File: config.mk
export PLATFORM = sky130hd
export DESIGN_NAME = buck3_config_registers
export DESIGN_NICKNAME = d
export VERILOG_FILES = /design/src/buck3_pkg.sv /design/src/buck3_config_registers.sv
export SDC_FILE = /design/constraint.sdc
export NUM_CORES = 1
export LEC_CHECK = 0
export BUFFER_PORTS_ARGS = -buffer_cell sky130_fd_sc_hd__buf_4
export CAP_MARGIN = 20
export CORE_MARGIN = 10
export CORE_UTILIZATION = 40
export CTS_CLUSTER_DIAMETER = 120
export DETAILED_ROUTE_END_ITERATION = 7
export SLEW_MARGIN = 25
export SYNTH_ARGS = -nofsm -noshare
export SYNTH_HDL_FRONTEND = slang
export SYNTH_SLANG_ARGS = --single-unit
export TNS_END_PERCENT = 10
File: constraint.sdc
create_clock -name clock -period 25.1 [get_ports clock]
set_input_delay 7.53 -clock clock [delete_from_list [all_inputs] [get_ports clock]]
set_output_delay 7.53 -clock clock [all_outputs]
set_load 0.02 [all_outputs]
File: src/buck3_pkg.sv
// buck3_pkg: constants, field layout and types for the buck3 configuration registers.
// assumes: 8-bit register addresses and data from the serial control port logic.
package buck3_pkg;

  // ==========================================================
  // register addresses
  localparam logic [7:0] ADDR_NORMAL  = 8'h3C;
  localparam logic [7:0] ADDR_STANDBY = 8'h3D;
  localparam logic [7:0] ADDR_SLEEP   = 8'h3E;
  localparam logic [7:0] ADDR_MODE    = 8'h3F;
  localparam logic [7:0] ADDR_CONFIG  = 8'h40;

  // ==========================================================
  // field positions and reset values
  localparam int          CODE_W        = 6;
  localparam int          RANGE_BIT     = 6;
  localparam int          MODE_W        = 4;
  localparam int          SLEEP_PFM_BIT = 5;
  localparam int          ILIM_BIT      = 0;
  localparam int          FREQ_LSB      = 2;
  localparam int          PHASE_LSB     = 4;
  localparam int          RAMP_LSB      = 6;
  localparam logic [5:0]  CODE_RST      = 6'h00;
  localparam logic [3:0]  MODE_RST      = 4'h8;
  localparam logic [7:0]  CONFIG_RST    = 8'h00;
  localparam logic [7:0]  MODE_MASK     = 8'h2F;

  // ==========================================================
  // set point coding, in millivolts
  localparam logic [11:0] HI_BASE_MV  = 12'h320;
  localparam logic [11:0] HI_STEP_MV  = 12'h032;
  localparam logic [11:0] LO_BASE_MV  = 12'h271;
  localparam logic [11:0] LO_STEP_MV  = 12'h019;
  localparam logic [5:0]  LO_MIN_CODE = 6'h09;
  localparam logic [5:0]  HI_MAX_CODE = 6'h32;

  typedef enum logic [1:0] {
    PWR_NORMAL  = 2'b00,
    PWR_STANDBY = 2'b01,
    PWR_SLEEP   = 2'b10
  } power_state_t;

  typedef struct packed {
    logic [5:0] normal_code;
    logic [5:0] standby_code;
    logic [5:0] sleep_code;
    logic [3:0] mode_sel;
    logic       sleep_pfm;
    logic [7:0] config_q;
    logic       range;
    logic [7:0] rdata;
  } state_t;

  typedef struct packed {
    logic [7:0] addr;
    logic       wr;
    logic       rd;
    logic [7:0] wdata;
  } reg_req_t;

  typedef struct packed {
    logic       current_limit_low;
    logic       cfg_spare;
    logic [1:0] switching_frequency_select;
    logic [1:0] phase_clock_select;
    logic [1:0] ramp_speed_select;
  } buck_ctrl_t;

endpackage : buck3_pkg
File: src/buck3_config_registers.sv
// buck3_config_registers: set point and configuration registers of the third buck regulator.
// assumes: the serial control port decodes transactions into one-cycle read and write
// strobes on this clock; the one-time-programmable range bit is valid while rst is high.
`timescale 1ns/100ps

// Behaviour
// - normal set point at 0x3C, bits 5:0 writable, reset zero.
// - normal bit 6 is the read-only range bit loaded from OTP.
// - standby set point at 0x3D, bits 5:0 writable, used in standby.
// - sleep set point at 0x3E, bits 5:0 writable, used in sleep.
// - standby bit 6 reads back the OTP range bit, read-only.
// - sleep bit 6 reads back the OTP range bit, read-only.
// - mode register at 0x3F, bits 3:0 mode selector, reset 0x08.
// - mode bit 5 picks sleep behaviour: 0 off, 1 pulse-frequency, reset zero.
// - config 0x40 bit 0 current limit: 0 high, 1 low, reset zero.
// - config bits 3:2 frequency selector; bit 1 spare but read/write.
// - config bits 5:4 phase clock selector, reset zero.
// - config bits 7:6 ramp speed selector, reset zero.
// - range 1: 0.800 V + 50 mV/step; range 0: codes from 9, 0.625 V + 25 mV.
module buck3_config_registers
  import buck3_pkg::*;
(
  input  wire logic         clock,
  input  wire logic         rst,
  input  wire logic         otp_range,
  input  wire logic [7:0]   reg_addr,
  input  wire logic         reg_wr,
  input  wire logic         reg_rd,
  input  wire logic [7:0]   reg_wdata,
  output logic      [7:0]   reg_rdata,
  input  wire logic [1:0]   power_state,
  output logic              range_high,
  output logic      [5:0]   normal_code,
  output logic      [5:0]   standby_code,
  output logic      [5:0]   sleep_code,
  output logic      [3:0]   switching_mode,
  output logic              sleep_behaviour_select,
  output buck_ctrl_t        ctrl,
  output logic      [5:0]   active_code,
  output logic      [11:0]  active_mv,
  output logic              active_reserved,
  output logic              buck_enable
);

  // ==========================================================
  // decoding helpers
  function automatic logic [11:0] code_to_mv(input logic rng, input logic [5:0] code);
    logic [11:0] c;
    c = {6'h00, code};
    if (rng) begin
      code_to_mv = 12'(HI_BASE_MV + HI_STEP_MV * c);
    end else if (code < LO_MIN_CODE) begin
      code_to_mv = 12'h000;
    end else begin
      code_to_mv = 12'(LO_BASE_MV + LO_STEP_MV * (c - {6'h00, LO_MIN_CODE}));
    end
  endfunction

  function automatic logic code_reserved(input logic rng, input logic [5:0] code);
    code_reserved = rng ? (code > HI_MAX_CODE) : (code < LO_MIN_CODE);
  endfunction

  function automatic logic [7:0] setpoint_view(input logic rng, input logic [5:0] code);
    // bit 7 always zero, bit 6 always the loaded range
    setpoint_view = {1'b0, rng, code};
  endfunction

  // ==========================================================
  // state
  reg_req_t req;
  state_t   st_r;
  state_t   st_nxt;

  assign req = '{addr: reg_addr, wr: reg_wr, rd: reg_rd, wdata: reg_wdata};

  always_comb begin
    st_nxt       = st_r;
    st_nxt.rdata = 8'h00;
    if (rst) begin
      st_nxt.normal_code  = CODE_RST;
      st_nxt.standby_code = CODE_RST;
      st_nxt.sleep_code   = CODE_RST;
      st_nxt.mode_sel     = MODE_RST;
      st_nxt.sleep_pfm    = 1'b0;
      st_nxt.config_q     = CONFIG_RST;
      // range is captured from otp only while held in reset, then frozen
      st_nxt.range        = otp_range;
    end else begin
      if (req.wr) begin
        case (req.addr)
          ADDR_NORMAL:  st_nxt.normal_code  = req.wdata[CODE_W-1:0];
          ADDR_STANDBY: st_nxt.standby_code = req.wdata[CODE_W-1:0];
          ADDR_SLEEP:   st_nxt.sleep_code   = req.wdata[CODE_W-1:0];
          ADDR_MODE: begin
            st_nxt.mode_sel  = req.wdata[MODE_W-1:0];
            st_nxt.sleep_pfm = req.wdata[SLEEP_PFM_BIT];
          end
          ADDR_CONFIG:  st_nxt.config_q     = req.wdata;
          default: ;
        endcase
      end
      if (req.rd) begin
        case (req.addr)
          ADDR_NORMAL:  st_nxt.rdata = setpoint_view(st_r.range, st_r.normal_code);
          ADDR_STANDBY: st_nxt.rdata = setpoint_view(st_r.range, st_r.standby_code);
          ADDR_SLEEP:   st_nxt.rdata = setpoint_view(st_r.range, st_r.sleep_code);
          ADDR_MODE:    st_nxt.rdata = {2'b00, st_r.sleep_pfm, 1'b0, st_r.mode_sel};
          ADDR_CONFIG:  st_nxt.rdata = st_r.config_q;
          default:      st_nxt.rdata = 8'h00;
        endcase
      end
    end
  end

  always_ff @(posedge clock) begin
    st_r <= st_nxt;
  end

  // ==========================================================
  // outputs to the regulator
  assign reg_rdata              = st_r.rdata;
  assign range_high             = st_r.range;
  assign normal_code            = st_r.normal_code;
  assign standby_code           = st_r.standby_code;
  assign sleep_code             = st_r.sleep_code;
  assign switching_mode         = st_r.mode_sel;
  assign sleep_behaviour_select = st_r.sleep_pfm;
  assign ctrl.current_limit_low          = st_r.config_q[ILIM_BIT];
  assign ctrl.cfg_spare                  = st_r.config_q[ILIM_BIT+1];
  assign ctrl.switching_frequency_select = st_r.config_q[FREQ_LSB+1:FREQ_LSB];
  assign ctrl.phase_clock_select         = st_r.config_q[PHASE_LSB+1:PHASE_LSB];
  assign ctrl.ramp_speed_select          = st_r.config_q[RAMP_LSB+1:RAMP_LSB];

  // set point follows the power state; an unknown state falls back to normal
  always_comb begin
    case (power_state)
      PWR_STANDBY: active_code = st_r.standby_code;
      PWR_SLEEP:   active_code = st_r.sleep_code;
      default:     active_code = st_r.normal_code;
    endcase
  end

  assign active_mv       = code_to_mv(st_r.range, active_code);
  assign active_reserved = code_reserved(st_r.range, active_code);
  // sleep with the off choice shuts the output down
  assign buck_enable = !(power_state == PWR_SLEEP && !st_r.sleep_pfm);
endmodule // buck3_config_registers

# After elaboration in Yosys (flattened, before gate mapping)
# Index checks and enable logic that the tools add are counted.
classes:
  mul: 2
  n_addsub: 3
  eq_ne: 7
  magnitude_cmp: 2
  bitwise_logic: 1
  n_reduce_logical: 9
  n_mux: 5
ops:
  columns: ["operator", "count"]
  rows:
  - ["case mux 8 bit (5 select lines)", 1]
  - ["== test 8 x 6 -> 1 bit, second input constant", 4]
  - ["adder 10 x 12 -> 12 bit, first input constant", 2]
  - ["two-way mux 12 bit", 2]
  - ["multiplier 6 x 7 -> 12 bit, first input constant", 1]
  - ["case mux 6 bit (2 select lines)", 1]
  - ["multiplier 5 x 6 -> 11 bit, first input constant", 1]
  - ["AND reduction 2 bit", 5]
  - ["== test 8 x 7 -> 1 bit, second input constant", 1]
  - ["subtractor 6 x 4 -> 7 bit, second input constant", 1]
  - ["greater-than comparator 6 bit, second input constant", 1]
  - ["< comparator 6 x 4 -> 1 bit, second input constant", 1]
  - ["== test 2 x 1 -> 1 bit, second input constant", 1]
  - ["== test 2 bit, second input constant", 1]
  - ["logical NOT 1 bit", 2]
  - ["OR reduction 2 bit", 1]
  - ["logical AND 1 bit", 1]
  - ["two-way mux 1 bit", 1]
  - ["NOT 1 bit", 1]
word_totals:
  out_inout_bits: 60
  in_bits: 23
  wordCells: 37
  register_bits: 40

# Logic depth before layout (Yosys ltp)
depth:
  depth_word: 7
  mapped_depth: 22
  mapped_depth_nobuf: 22

# Least setup slack after synthesis
# OpenSTA, ideal clock, no wires.
synth_path:
  path_kind: "input -> output"
  from: "input port power_state[0]"
  to: "output port active_mv[11]"
  arrival_ns: 12.705
  stages: 21
  setup_slack_ns: 4.865
  required_time_ns: 17.570
  n_path_buf: 1
  cell_sequence: "inv_1 > ha_1 > buf_4 > o21ai_0 > inv_1 > ha_1 > nand4_1 > o211ai_1 > nor2_1 > xnor2_2 > inv_1 > xnor2_1 > fa_1 > ha_1 > ha_1 > ha_1 > nand3_1 > o211ai_1 > o41ai_1 > mux2_2 > o211ai_1"
synth_via:
  elab_chain_len: 7
  elab_cells_between_ends: 11
  classes_between: "3 x add/sub; 2 x mul; 1 x order compare; 2 x eq/ne; 3 x mux"
synth_rtl:
  columns: ["element", "line", "text"]
  rows:
  - ["start, declared", "buck3_config_registers.sv:31", "input wire logic [1:0] power_state,"]
  - ["== test 2 bit or == test 2 x 1 -> 1 bit (tied branches)", "buck3_config_registers.sv:136", "case (power_state)"]
  - ["case mux 6 bit (2 select lines) *", "buck3_config_registers.sv:136", null]
  - ["via active_code[2]", "buck3_config_registers.sv:39", "output logic [5:0] active_code,"]
  - ["subtractor 6 x 4 -> 7 bit", "buck3_config_registers.sv:55", "code_to_mv = 12'(LO_BASE_MV + LO_STEP_MV * (c - {6'h00, LO_MIN_CODE}));"]
  - ["multiplier 6 x 7 -> 12 bit", "buck3_config_registers.sv:55", null]
  - ["adder 10 x 12 -> 12 bit", "buck3_config_registers.sv:55", null]
  - ["two-way mux 12 bit", "buck3_config_registers.sv:52", "end else if (code < LO_MIN_CODE) begin"]
  - ["two-way mux 12 bit *", "buck3_config_registers.sv:50", "if (rng) begin"]
  - ["end, declared", "buck3_config_registers.sv:40", "output logic [11:0] active_mv,"]
# The timed path passes the listed nets; every way through them passes the cells marked *.

# Worst setup path in the final report
layout_path:
  from: "input port power_state[0]"
  to: "output port active_mv[11]"
layout_via:
  elab_chain_len: 7
  elab_cells_between_ends: 11
  classes_between: "3 x add/sub; 2 x mul; 1 x order compare; 2 x eq/ne; 3 x mux"
layout_rtl:
  columns: ["element", "line"]
  rows:
  - ["== test 2 bit or == test 2 x 1 -> 1 bit (tied branches)", "buck3_config_registers.sv:136"]
  - ["case mux 6 bit (2 select lines) *", "buck3_config_registers.sv:136"]
  - ["subtractor 6 x 4 -> 7 bit", "buck3_config_registers.sv:55"]
  - ["multiplier 6 x 7 -> 12 bit", "buck3_config_registers.sv:55"]
  - ["adder 10 x 12 -> 12 bit", "buck3_config_registers.sv:55"]
  - ["two-way mux 12 bit", "buck3_config_registers.sv:52"]
  - ["two-way mux 12 bit *", "buck3_config_registers.sv:50"]
# Every way passes the cells marked *; elsewhere a longest branch is shown, timed or not.

==> qor_table.md <==
| Parameter | Reported |
| --- | --- |
| Count of non-filler cells in the finished layout | 580 |
| Post-route cell area | 4330 um2 |
| Detailed Route WL | 9990 um |
| Number of routed nets with antenna violations | 0 |
| Final Setup Violations | 0 |
| Vertical extent of the die | 114 um |
| Num Clock Sinks | 40 |
| Tightest slew margin relative to the limit | 0.569 |
| CP peak stage delay | 600 ps |
| R2R Path Start | sleep_code[5]$_SDFFE_PP0P_ |
| Nets in the synthesized netlist | 477 |
| Core outline area | 8640 um2 |
| Utilization of the core after routing | 0.501 |
| Worst path required time | 17,570 ps |
| Final worst clock skew | 2.13 ps |
| Sequential element share of the synthesized area | 0.231 |
| Total routing usage reported by global routing | 0.151 |
| Setup TNS Final | 0 ps |
| Crit path cell chain | buf_4 > inv_1 > ha_1 > o21ai_0 > inv_1 > ha_1 > nand4_1 > o211ai_1 > nor2_1 > xnor2_2 > inv_1 > xnor2_1 > fa_1 > ha_1 > ha_1 > ha_1 > nand3_1 > o211ai_1 > o41ai_1 > mux2_2 > o211ai_1 > buf_4 |
| Kind of launch point of the worst setup path | input port |
| Flip-flop and latch count after synthesis | 40 |
| Total number of vias | 3,134 |
| Largest delay share family, worst path | adder cells |
| IO Pins | 83 |
| Area growth, synth to finish | 23.3% |
| Post-synthesis instance total | 392 |
| Post-Place Cells | 572 |
| Leakage Power | 2.20 nW |
| Count of unique library cells instantiated by Yosys | 62 |
| Number of nets in the final layout | 556 |
| Count of max-cap constraint violations | 0 |
| Final estimated routing congestion in global placement | 0.867 |
| Hold Path Sink | ctrl[1]$_SDFFE_PP0P_ |
| Hold-fix buffers at CTS | 0 |
| Horiz. Die Dim | 114 um |
| Hold Path Depth | 2 |
| Combined buffer and inverter count along the critical path | 5 |
| Critical Path AT | 12,940 ps |
| Clock-pin slew on the worst setup and hold paths | 80 ps |
| Commonest register cell after synthesis | sky130_fd_sc_hd__dfxtp_1 |
| Worst setup slack before clock tree synthesis | 4600 ps |
| # diodes | 0 |
| Initial core utilization | 0.407 |
| Number of fill cells in the layout | 829 |
| Number of DRC violations after detailed routing | 0 |
| Number of global-route vias before repair | 3,119 |
| Worst reg2reg setup slack | 23,900 ps |
| Post-cts gate resize count | 0 |
| TritonCTS Buffers | 5 |
| Outcome | finished clean |
| Syn Area/Cell | 8.96 um2 |
| CTS tree | yes |
| DR pass1 iterations | 4 |
| Clock root buffer | sky130_fd_sc_hd__clkbuf_8 |
| Cell area after technology mapping | 3510 um2 |
| # Post-CTS Setup Buffers | 0 |
| Remaining global-route overflow | 0 |
| Post-layout minimum cycle time | 20,470 ps |
| Cell with the largest stage delay on the worst path | sky130_fd_sc_hd__o21ai_0 |
| Post-route worst setup slack | 4630 ps |
| Timing-limited maximum frequency | 48.9 MHz |
| CP dominant cell by count | sky130_fd_sc_hd__ha_1 |
| Setup repair after global routing missed its margin | no |
| Skew-Pair Late Insertion Delay | 290 ps |
| Routed len/inst | 17.2 um |
| CP endpoint kind | output port |
| Power per cell area | 38.3 nW/um2 |
| Max-slew violation count | 0 |
| Ratio of final minimum period to clock period | 0.816 |
| First-pass GRT wire length | 16,200 um |
| Placed cell areas | 4220 um2 |
| Pin count of the biggest net entering global routing | 35 |
| Class of the worst hold path | register to register |
| Measured slew at the worst slew-check pin | 639 ps |
| Die Outline Area | 12,900 um2 |
| Number of design-rule violations left by the first detailed-router iteration | 149 |
| Standard-cell row count | 34 |
| Ratio of cells with drive above 1 in the final layout | 0.233 |
| HPWL after detailed placement | 8090 um |
| Max rail drop VDD | 0.0302 mV |
| Maximum buffer depth of the clock tree | 2 |
| Cells on worst reg2reg path | 3 |
| Final hold vios | 0 |
| Smallest hold slack | 471 ps |
| Startpoint of the most critical hold path | ctrl[1]$_SDFFE_PP0P_ |
| Number of flops mapped to enable cells by yosys | 1 |
| Antenna violations before repair | 0 |
| Count of H-tree levels built during CTS | 2 |
| Number of buffers inserted by port buffering | 82 |
| Async set-or-reset flop fraction in the synthesized netlist | 0 |
| Design Power | 166 uW |
| Via count normalized by instance count | 5.40 |
| Top fanout value on the critical path | 14 |
| Count of synthesis-stage warnings from yosys | 0 |
| Worst setup path class | input port to output port |
| Crit Reg-Reg Endpoint | reg_rdata[5]$_SDFF_PP0_ |
flip-flops by register name, indices dropped and copies added, names as in the netlist:
name,flops
ctrl,8
reg_rdata,8
sleep_code,6
normal_code,6
sleep_behaviour_select,1
range_high,1
switching_mode,4
standby_code,6
worst max-delay path by stage:
stage	startpoint	endpoint	slack (ps)	depth (start not counted)
after CTS	power_state[0]	active_mv[11]	4600	22
after floorplan	power_state[0]	active_mv[11]	4870	21
after global routing	power_state[0]	active_mv[11]	4130	22
final	power_state[0]	active_mv[11]	4630	22
after detailed placement	power_state[0]	active_mv[11]	4600	22
after global placement	power_state[0]	active_mv[11]	4830	22
layout by cell type (no fill, tap or decap), types with 8 or more instances in the layout:
| master | Yosys | routed |
|---|---|---|
| sky130_fd_sc_hd__nand3_1 | 15 | 15 |
| sky130_fd_sc_hd__nor2_1 | 47 | 47 |
| sky130_fd_sc_hd__nand2_1 | 26 | 26 |
| sky130_fd_sc_hd__buf_4 | 1 | 84 |
| sky130_fd_sc_hd__a21oi_1 | 14 | 14 |
| sky130_fd_sc_hd__a22oi_1 | 11 | 11 |
| sky130_fd_sc_hd__ha_1 | 55 | 55 |
| sky130_fd_sc_hd__mux2i_1 | 23 | 23 |
| sky130_fd_sc_hd__dfxtp_1 | 39 | 39 |
| sky130_fd_sc_hd__xor2_1 | 8 | 8 |
| sky130_fd_sc_hd__xnor2_1 | 13 | 13 |
| sky130_fd_sc_hd__inv_1 | 36 | 36 |
kinds of logic after synthesis:
family,synth area share
AO/OA/AOI/OAI,0.151
XOR/XNOR,0.0663
adder cells (fa/ha/maj),0.236
buffers and inverters,0.0538
flip-flops,0.231
multiplexers,0.101
AND/OR/NAND/NOR,0.161
worst reg2reg max path: stages, from the launching register on:
cell	delay [ps]
sky130_fd_sc_hd__dfxtp_1	350
sky130_fd_sc_hd__mux4_2	470
sky130_fd_sc_hd__a22oi_1	210
sky130_fd_sc_hd__nor2_1	60
Yosys cell counts (7+ instances only):
cell type	count	area share
sky130_fd_sc_hd__nand3_1	15	0.021
sky130_fd_sc_hd__dfxtp_1	39	0.22
sky130_fd_sc_hd__xnor2_1	13	0.032
sky130_fd_sc_hd__nor2_1	47	0.050
sky130_fd_sc_hd__a21oi_1	14	0.020
sky130_fd_sc_hd__nand2_1	26	0.028
sky130_fd_sc_hd__mux2i_1	23	0.066
sky130_fd_sc_hd__fa_1	7	0.040
sky130_fd_sc_hd__a22oi_1	11	0.024
sky130_fd_sc_hd__inv_1	36	0.038
sky130_fd_sc_hd__ha_1	55	0.20
sky130_fd_sc_hd__xor2_1	8	0.020
final cells by class:
class / instances / area (um2) / area share
Multi-Input combinational cell: 304 / 2510 / 0.580
Clock inverter: 2 / 35.0 / 0.00809
Tap cell: 108 / 135 / 0.0312
Clock buffer: 6 / 72.6 / 0.0168
Sequential cell: 40 / 811 / 0.187
Inverter: 36 / 135 / 0.0312
Timing Repair Buffer: 84 / 631 / 0.146
power by group:
part           internal, mW  leakage, nW  switching, mW  total [mW]
clock                0.0295       0.0552         0.0231      0.0526
combinational        0.0212         1.82         0.0277      0.0490
sequential           0.0639        0.324       0.000544      0.0644
routing by layer:
layer,global-route usage,share of wire,vias up
met5,0,0,-
met4,0.0305,0.012,0
met3,0.0241,0.048,9
met2,0.252,0.49,82
met1,0.201,0.45,1492
li1,-,-,1551
Power figures use the tool's default switching activity.
